===== src/rtl/smc_pkg.sv =====
package smc_pkg;

  // matrix geometry and change word layout
  localparam int unsigned ROWS_DEF       = 16;
  localparam int unsigned COLS           = 8;
  localparam int unsigned ROW_W          = 4;
  localparam int unsigned COL_W          = 3;
  localparam int unsigned WORD_W         = 8;
  localparam int unsigned CW_STATE_BIT   = 7;
  localparam int unsigned COL_CNT_W      = 4;
  localparam logic [3:0]  COL_PRESET     = 4'h8;
  localparam logic [3:0]  COL_IDLE       = 4'h0;

  // change word fifo
  localparam int unsigned FIFO_DEPTH_DEF = 40;

  // clock rate and timing
  localparam int unsigned CLK_MHZ        = 200;
  localparam int unsigned SCAN_TIME_US   = 2000;
  localparam int unsigned SCAN_CYCLES_DEF = SCAN_TIME_US * CLK_MHZ;
  // settle time of the row decoder and column returns, a least time so rounded up
  localparam int unsigned SETTLE_NS      = 30;
  localparam int unsigned SETTLE_CYCLES_DEF = (SETTLE_NS * CLK_MHZ + 999) / 1000;
  // edges from a pin change to the agreed synchroniser output
  localparam int unsigned SYNC_LAT       = 4;

  // scanner sequence
  typedef enum logic [2:0] {
    ST_SELECT,
    ST_SETTLE,
    ST_COMPARE,
    ST_SHIFT,
    ST_SERVICE,
    ST_WAIT
  } smc_state_type;

endpackage


===== src/rtl/smc_scanner.sv =====
`timescale 1ns/100ps

module smc_scanner #(
  parameter int unsigned FIFO_DEPTH    = smc_pkg::FIFO_DEPTH_DEF,
  parameter int unsigned ROWS          = smc_pkg::ROWS_DEF,
  parameter int unsigned SCAN_CYCLES   = smc_pkg::SCAN_CYCLES_DEF,
  parameter int unsigned SETTLE_CYCLES = smc_pkg::SETTLE_CYCLES_DEF
) (
  input  wire logic                       core_clk,
  input  wire logic                       rst,
  input  wire logic [smc_pkg::COLS-1:0]   column_return,
  output logic      [smc_pkg::ROW_W-1:0]  row_select,
  input  wire logic                       host_rd_stb,
  output logic      [smc_pkg::WORD_W-1:0] host_output_register,
  output logic                            output_full_flag,
  output logic                            change_ready_irq_pin,
  output logic                            fifo_nonempty_irq_pin
);
  import smc_pkg::*;

  localparam int unsigned PW  = $clog2(FIFO_DEPTH);
  localparam int unsigned CW  = $clog2(FIFO_DEPTH + 1);
  localparam int unsigned TW  = $clog2(SCAN_CYCLES + 1);
  localparam int unsigned SW  = $clog2(SETTLE_CYCLES + 1);
  localparam int unsigned RIW = $clog2(ROWS + 1);

  localparam logic [PW-1:0]  PTR_TOP    = PW'(FIFO_DEPTH - 1);
  localparam logic [CW-1:0]  CNT_FULL   = CW'(FIFO_DEPTH);
  localparam logic [TW-1:0]  TIMER_LAST = TW'(SCAN_CYCLES - 1);
  localparam logic [SW-1:0]  SETTLE_LAST = SW'(SETTLE_CYCLES - 1);
  localparam logic [RIW-1:0] ROW_END    = RIW'(ROWS);

  // parameter values the logic cannot serve
  if (FIFO_DEPTH < 2) begin : g_bad_depth
    $error("smc_scanner: fifo depth must be at least 2");
  end
  if (ROWS < 2 || ROWS > (1 << ROW_W)) begin : g_bad_rows
    $error("smc_scanner: row count does not fit the row field");
  end
  if (SCAN_CYCLES < 1) begin : g_bad_scan
    $error("smc_scanner: scan interval must be at least one cycle");
  end
  if (SETTLE_CYCLES < SYNC_LAT) begin : g_bad_settle
    $error("smc_scanner: settle time shorter than synchroniser latency");
  end

  // pointer step with wrap to the lowest entry
  function automatic logic [PW-1:0] ptr_next(input logic [PW-1:0] p);
    if (p == PTR_TOP) begin
      return '0;
    end
    return p + 1'b1;
  endfunction

  smc_state_type            state_q;
  smc_state_type            state_d;
  logic [RIW-1:0]           row_idx_q;
  logic [RIW-1:0]           row_idx_d;
  logic [ROW_W-1:0]         row_sel_q;
  logic [ROW_W-1:0]         row_sel_d;
  logic [TW-1:0]            timer_q;
  logic [TW-1:0]            timer_d;
  logic [SW-1:0]            settle_q;
  logic [SW-1:0]            settle_d;
  logic [COLS-1:0]          cmp_q;
  logic [COLS-1:0]          cmp_d;
  logic [COLS-1:0]          cur_q;
  logic [COLS-1:0]          cur_d;
  logic [COL_CNT_W-1:0]     col_q;
  logic [COL_CNT_W-1:0]     col_d;
  logic                     base_q;
  logic                     base_d;
  logic [PW-1:0]            wr_ptr_q;
  logic [PW-1:0]            rd_ptr_q;
  logic [CW-1:0]            cnt_q;
  logic [CW-1:0]            cnt_d;
  logic                     obf_q;
  logic                     fne_q;
  logic [WORD_W-1:0]        out_q;

  logic [WORD_W-1:0]        fifo_mem [FIFO_DEPTH];
  logic [COLS-1:0]          map_mem  [ROWS];

  wire logic [COLS-1:0]      col_sync;
  wire logic [ROW_W-1:0]     map_idx;
  wire logic [COLS-1:0]      map_prev;
  wire logic [COLS-1:0]      row_diff;
  wire logic                 fifo_full;
  wire logic                 fifo_empty;
  wire logic [COL_CNT_W-1:0] col_dec;
  wire logic [COL_W-1:0]     col_pos;
  wire logic [WORD_W-1:0]    change_word;
  wire logic                 map_wr;
  wire logic                 fifo_wr;
  wire logic                 xfer;
  wire logic                 in_service;

  // column returns arrive from pins and are synchronised first
  smc_sync #(
    .W        (COLS)
  ) u_col_sync (
    .core_clk (core_clk),
    .rst      (rst),
    .pin_in   (column_return),
    .sync_out (col_sync)
  );

  assign map_idx  = row_idx_q[ROW_W-1:0];
  assign map_prev = map_mem[map_idx];
  assign row_diff = col_sync ^ map_prev;

  // fifo occupancy; an exact count keeps full and empty apart when pointers meet
  assign fifo_full  = (cnt_q == CNT_FULL);
  assign fifo_empty = (cnt_q == '0);

  assign col_dec     = col_q - 1'b1;
  assign col_pos     = col_dec[COL_W-1:0];
  assign change_word = {cur_q[col_pos], row_sel_q, col_pos};

  assign fifo_wr    = (state_q == ST_SHIFT) && cmp_q[COLS-1];
  assign map_wr     = (state_q == ST_COMPARE);
  assign in_service = (state_q == ST_SERVICE);

  assign xfer = in_service && !obf_q && !fifo_empty && (fifo_full || col_q == COL_IDLE);

  // scan sequence
  always_comb begin
    state_d   = state_q;
    row_idx_d = row_idx_q;
    row_sel_d = row_sel_q;
    timer_d   = timer_q;
    settle_d  = settle_q;
    cmp_d     = cmp_q;
    cur_d     = cur_q;
    col_d     = col_q;
    base_d    = base_q;
    case (state_q)
      ST_SELECT: begin
        if (row_idx_q == ROW_END) begin
          row_idx_d = '0;
          base_d    = 1'b0;
        end else begin
          row_sel_d = row_idx_q[ROW_W-1:0];
          settle_d  = '0;
          state_d   = ST_SETTLE;
        end
      end
      ST_SETTLE: begin
        settle_d = settle_q + 1'b1;
        if (settle_q == SETTLE_LAST) begin
          state_d = ST_COMPARE;
        end
      end
      ST_COMPARE: begin
        cur_d     = col_sync;
        cmp_d     = row_diff;
        row_idx_d = row_idx_q + 1'b1;
        if (base_q) begin
          state_d = ST_SELECT;
        end else if (row_diff == '0) begin
          col_d   = COL_IDLE;
          state_d = ST_SERVICE;
        end else begin
          col_d   = COL_PRESET;
          state_d = ST_SHIFT;
        end
      end
      ST_SHIFT: begin
        col_d   = col_dec;
        cmp_d   = {cmp_q[COLS-2:0], 1'b0};
        state_d = ST_SERVICE;
      end
      ST_SERVICE: begin
        if (fifo_full) begin
          state_d = ST_SERVICE;
        end else if (col_q != COL_IDLE) begin
          state_d = ST_SHIFT;
        end else if (!xfer) begin
          timer_d = '0;
          state_d = ST_WAIT;
        end
      end
      ST_WAIT: begin
        timer_d = timer_q + 1'b1;
        if (timer_q == TIMER_LAST) begin
          state_d = ST_SELECT;
        end
      end
      default: begin
        state_d = ST_SELECT;
      end
    endcase
  end

  always_ff @(posedge core_clk) begin
    if (rst) begin
      state_q   <= ST_SELECT;
      row_idx_q <= '0;
      row_sel_q <= '0;
      base_q    <= 1'b1;
    end else begin
      state_q   <= state_d;
      row_idx_q <= row_idx_d;
      row_sel_q <= row_sel_d;
      base_q    <= base_d;
    end
  end

  // scan counters and row working registers
  always_ff @(posedge core_clk) begin
    if (rst) begin
      timer_q  <= '0;
      settle_q <= '0;
      cmp_q    <= '0;
      cur_q    <= '0;
      col_q    <= COL_IDLE;
    end else begin
      timer_q  <= timer_d;
      settle_q <= settle_d;
      cmp_q    <= cmp_d;
      cur_q    <= cur_d;
      col_q    <= col_d;
    end
  end

  always_ff @(posedge core_clk) begin
    if (map_wr) begin
      map_mem[map_idx] <= col_sync;
    end
  end

  always_ff @(posedge core_clk) begin
    if (fifo_wr) begin
      fifo_mem[wr_ptr_q] <= change_word;
    end
  end

  always_ff @(posedge core_clk) begin
    if (rst) begin
      wr_ptr_q <= '0;
      rd_ptr_q <= '0;
    end else begin
      if (fifo_wr) begin
        wr_ptr_q <= ptr_next(wr_ptr_q);
      end
      if (xfer) begin
        rd_ptr_q <= ptr_next(rd_ptr_q);
      end
    end
  end

  // occupancy count; write and transfer never meet since they use different states
  assign cnt_d = cnt_q + CW'(fifo_wr) - CW'(xfer);

  always_ff @(posedge core_clk) begin
    if (rst) begin
      cnt_q <= '0;
    end else begin
      cnt_q <= cnt_d;
    end
  end

  always_ff @(posedge core_clk) begin
    if (rst) begin
      out_q <= '0;
    end else if (xfer) begin
      out_q <= fifo_mem[rd_ptr_q];
    end
  end

  // set on load, clear on host read
  // loads only happen while clear, so a read and a load never collide
  always_ff @(posedge core_clk) begin
    if (rst) begin
      obf_q <= 1'b0;
    end else begin
      obf_q <= xfer | (obf_q & ~host_rd_stb);
    end
  end

  always_ff @(posedge core_clk) begin
    if (rst) begin
      fne_q <= 1'b0;
    end else if (in_service) begin
      fne_q <= (cnt_d != '0);
    end
  end

  // outputs straight from registers
  assign row_select           = row_sel_q;
  assign host_output_register = out_q;
  assign output_full_flag     = obf_q;
  assign change_ready_irq_pin = obf_q;
  assign fifo_nonempty_irq_pin = fne_q;

endmodule // smc_scanner


===== src/rtl/smc_sync.sv =====
`timescale 1ns/100ps

module smc_sync #(
  parameter int unsigned W = 8
) (
  input  wire logic         core_clk,
  input  wire logic         rst,
  input  wire logic [W-1:0] pin_in,
  output logic      [W-1:0] sync_out
);

  logic [W-1:0] s1_q;
  logic [W-1:0] s2_q;
  logic [W-1:0] s3_q;
  logic [W-1:0] out_q;
  logic [W-1:0] agree;

  // three stage chain; the first stage feeds only the second
  always_ff @(posedge core_clk) begin
    s1_q <= pin_in;
    s2_q <= s1_q;
    s3_q <= s2_q;
  end

  // a bit is taken over only once stages two and three agree
  assign agree = ~(s2_q ^ s3_q);

  always_ff @(posedge core_clk) begin
    if (rst) begin
      out_q <= '0;
    end else begin
      out_q <= (s3_q & agree) | (out_q & ~agree);
    end
  end

  assign sync_out = out_q;

endmodule // smc_sync


===== config.mk =====
export PLATFORM = sky130hd
export DESIGN_NAME = smc_scanner
export DESIGN_NICKNAME = d
export VERILOG_FILES = /design/src/rtl/smc_pkg.sv /design/src/rtl/smc_scanner.sv /design/src/rtl/smc_sync.sv
export SDC_FILE = /design/constraint.sdc
export NUM_CORES = 1
export LEC_CHECK = 0
export CAP_MARGIN = 40
export CORE_MARGIN = 5
export CORE_UTILIZATION = 63
export CTS_CLUSTER_DIAMETER = 60
export CTS_CLUSTER_SIZE = 40
export DETAILED_ROUTE_END_ITERATION = 10
export DONT_BUFFER_PORTS = 1
export GPL_ROUTABILITY_DRIVEN = 0
export PLACE_DENSITY = 0.79
export RECOVER_POWER = 100
export SLEW_MARGIN = 30
export SYNTH_ARGS = -nofsm -noshare
export SYNTH_HDL_FRONTEND = slang
export SYNTH_SLANG_ARGS = --single-unit

===== constraint.sdc =====
create_clock -name core_clk -period 4.2 [get_ports core_clk]
set_input_delay 0 -clock core_clk [delete_from_list [all_inputs] [get_ports core_clk]]
set_output_delay 0 -clock core_clk [all_outputs]
set_load 0.01 [all_outputs]

==> flow_summary.ini <==
[outcome]
status = finished with violations
violations = max-capacitance violations, max-slew violations

[timing]
fin_tns_setup_ns = 0
rsz0062_at_grt = false
fin_hold_ws_ns = 0.0946
max-slew-margin-rel = -0.350
fin_skew_ns = 0.0422
drv_slew = 197
min_period_over_period = 0.875
fmax_ghz = 0.272
worst_pin_slew_ns = 2.02
hold_violations = 0
setup_violations = 0
fin_crit_ns = 3.68

[cells_and_area]
layout_common_cells = edfxtp_1 (448), nor2_1 (132), dfxtp_1 (116), mux4_2 (98), nand2_1 (78)
final_cells = 1853
n_fill_cell = 2198
area_growth_pct = 8.56
register_area_um2 = 15800
utilization = 0.696
num_antenna_cells = 0
layout_commonest_cell = edfxtp_1
drive_above_1_share = 0.132
fin_nets = 1404
multi_input_comb_area_um2 = 6050

[worst_setup_path]
cp_slowest_cell = dfxtp_1
crit_path_max_incr_delay_ns = 0.78
crit_buf_inv = 1
required_ns = 4.59
cp.depth = 7
critPathCaptureType = flip-flop
r2r_slack_ns = 0.52
crit_path_cell_trace = clkbuf_1 -> mux4_1 -> mux4_2 -> xnor2_1 -> o211ai_1 -> nor4_4 -> a31oi_1
worstSetupEndpoint = col_q[3]
rr_worst_depth = 7
critPathTopFamily = multiplexers
start_kind = flip-flop
worstPathArrival_ns = 4.07
path_class = flip-flop to flip-flop
rr_endpoint = col_q[3]
crit_fanout = 15

[routing]
wire_per_inst_um = 22.8
ant_nets = 0
vias = 11600
drt_iter0_drc = 1304
drc = 0
drt-total-wl_mm = 42.3
firstDrtPassIters = 5
vias_per_cell = 6.25

[grt]
grt_pass1_wl_mm = 66.6
track_usage = 0.220
grt_max_degree = 71
grt_pass1_vias = 11900
antenna_found_initial = 0
gr-total-overflow = 0

[yosys]
synthArstFlopShare = 0
synth.cell_area_um2 = 22300
synth_warnings = 0
synthesis.nets = 1369
ys_seq_area_frac = 0.711
synthFlopType = edfxtp_1
synth_edf_count = 448
synth_cell_types = 59
syn-instance-count = 1338
ys_ff_latch = 567
syn_area_per_cell_um2 = 16.6

[clocking]
cts_max_path_buffers = 3
h-tree-depth = 2
post_cts_buffers = 0
cts_tree = done
root_buffer = clkbuf_16
clkSlewWorstSetupHoldPaths_ns = 0.10
post_cts_resized = 0
clk_latency_ns = 0.55
cts.sink_count = 567
postCtsHoldBufs = 20
cts_buffers = 34

[placed_design]
placed_cells = 1763
dp_hpwl_mm = 27.4
io_buffer_count = 0

[die]
num_rows = 68
dieArea_um2 = 39200
boundaryPins = 26
die_w_um = 198
core_um2 = 34700
die_y_um = 198
start_util = 0.642

[power_and_ir_drop]
power_density_nw_per_um2 = 449
power_uw = 10800
leakage_uw = 0.00748
ir_drop_mv = 0.399

[worst_hold_path]
min-delay-start = rst
hold_path_class = primary input to flip-flop

[job]
cap_violations = 5
worst min path at each step:
stage | endpoint | depth (start not counted)
after floorplan | u_col_sync.s1_q[0] | 0
after global placement | u_col_sync.s1_q[0] | 0
after detailed placement | u_col_sync.s1_q[5] | 0
after CTS | timer_q[2] | 2
after global routing | timer_q[14] | 2
final | timer_q[2] | 2
kinds of logic after synthesis:
family	share of synthesized area
flip-flops	0.711
AND/OR/NAND/NOR	0.0655
multiplexers	0.142
AO/OA/AOI/OAI	0.0362
buffers and inverters	0.0173
XOR/XNOR	0.0161
adder cells (fa/ha/maj)	0.0116
per-layer routing:
layer  global-route usage  wire length (um)  up-vias  part of all wire
met5                    0                 0        -                 0
met4               0.0530               918        0             0.022
met3               0.0391              3120       58             0.074
met2                0.372             21300      443              0.50
met1                0.305             16900     5859              0.40
li1                     -                 -     5213                 -
state kept, by name, indices dropped and copies added (netlist names), 5 cells and up, named ones only:
register,cells
cur_q,8
row_idx_q,5
timer_q,19
map_mem,128
u_col_sync.s1_q,8
wr_ptr_q,6
fifo_mem,320
u_col_sync.s3_q,8
u_col_sync.s2_q,8
cmp_q,8
rd_ptr_q,6
cnt_q,6
host_output_register,8
report_power, final:
group / internal (uW) / leakage [uW] / switching [uW]
logic: 333 / 0.00187 / 569
registers: 6220 / 0.00505 / 106
clock network: 1710 / 0.000564 / 1910
synth_stat cells, types with 16 or more instances:
library cell | count | share of area
ha_1 | 19 | 0.011
edfxtp_1 | 448 | 0.60
mux2i_1 | 51 | 0.023
a22oi_1 | 21 | 0.0071
dfxtp_1 | 119 | 0.11
xor2_1 | 27 | 0.011
mux4_2 | 98 | 0.099
clkbuf_1 | 40 | 0.0067
nor3_1 | 21 | 0.0047
o21ai_0 | 18 | 0.0040
a21oi_1 | 54 | 0.012
nand2_1 | 78 | 0.013
nor2_1 | 132 | 0.022
buf_1 | 22 | 0.0037
inv_1 | 16 | 0.0027
area by class of cell:
| cell class | instances | share of cell area |
|---|---|---|
| flip-flops and latches | 567 | 0.655 |
| multi-input cells | 680 | 0.250 |
| clock buffers | 40 | 0.0370 |
| well taps | 455 | 0.0235 |
| repair buffers | 73 | 0.0203 |
| clock inverters | 21 | 0.0110 |
| inverters | 17 | 0.00264 |
worst register-to-register path: stages (launching register included):
cell	delay, ns
dfxtp_1	0.78
clkbuf_1	0.66
mux4_1	0.68
mux4_2	0.49
xnor2_1	0.30
o211ai_1	0.20
nor4_4	0.28
a31oi_1	0.13
metrics by stage:
step	setup slack, ns	instance area (um2)
after global routing	0.295	24200
final	0.524	24200
after CTS	0.839	24300
after global placement	1.04	22800
after floorplan	0.569	22300
after detailed placement	0.866	22900
No activity file was read; power rests on OpenSTA's default activity.
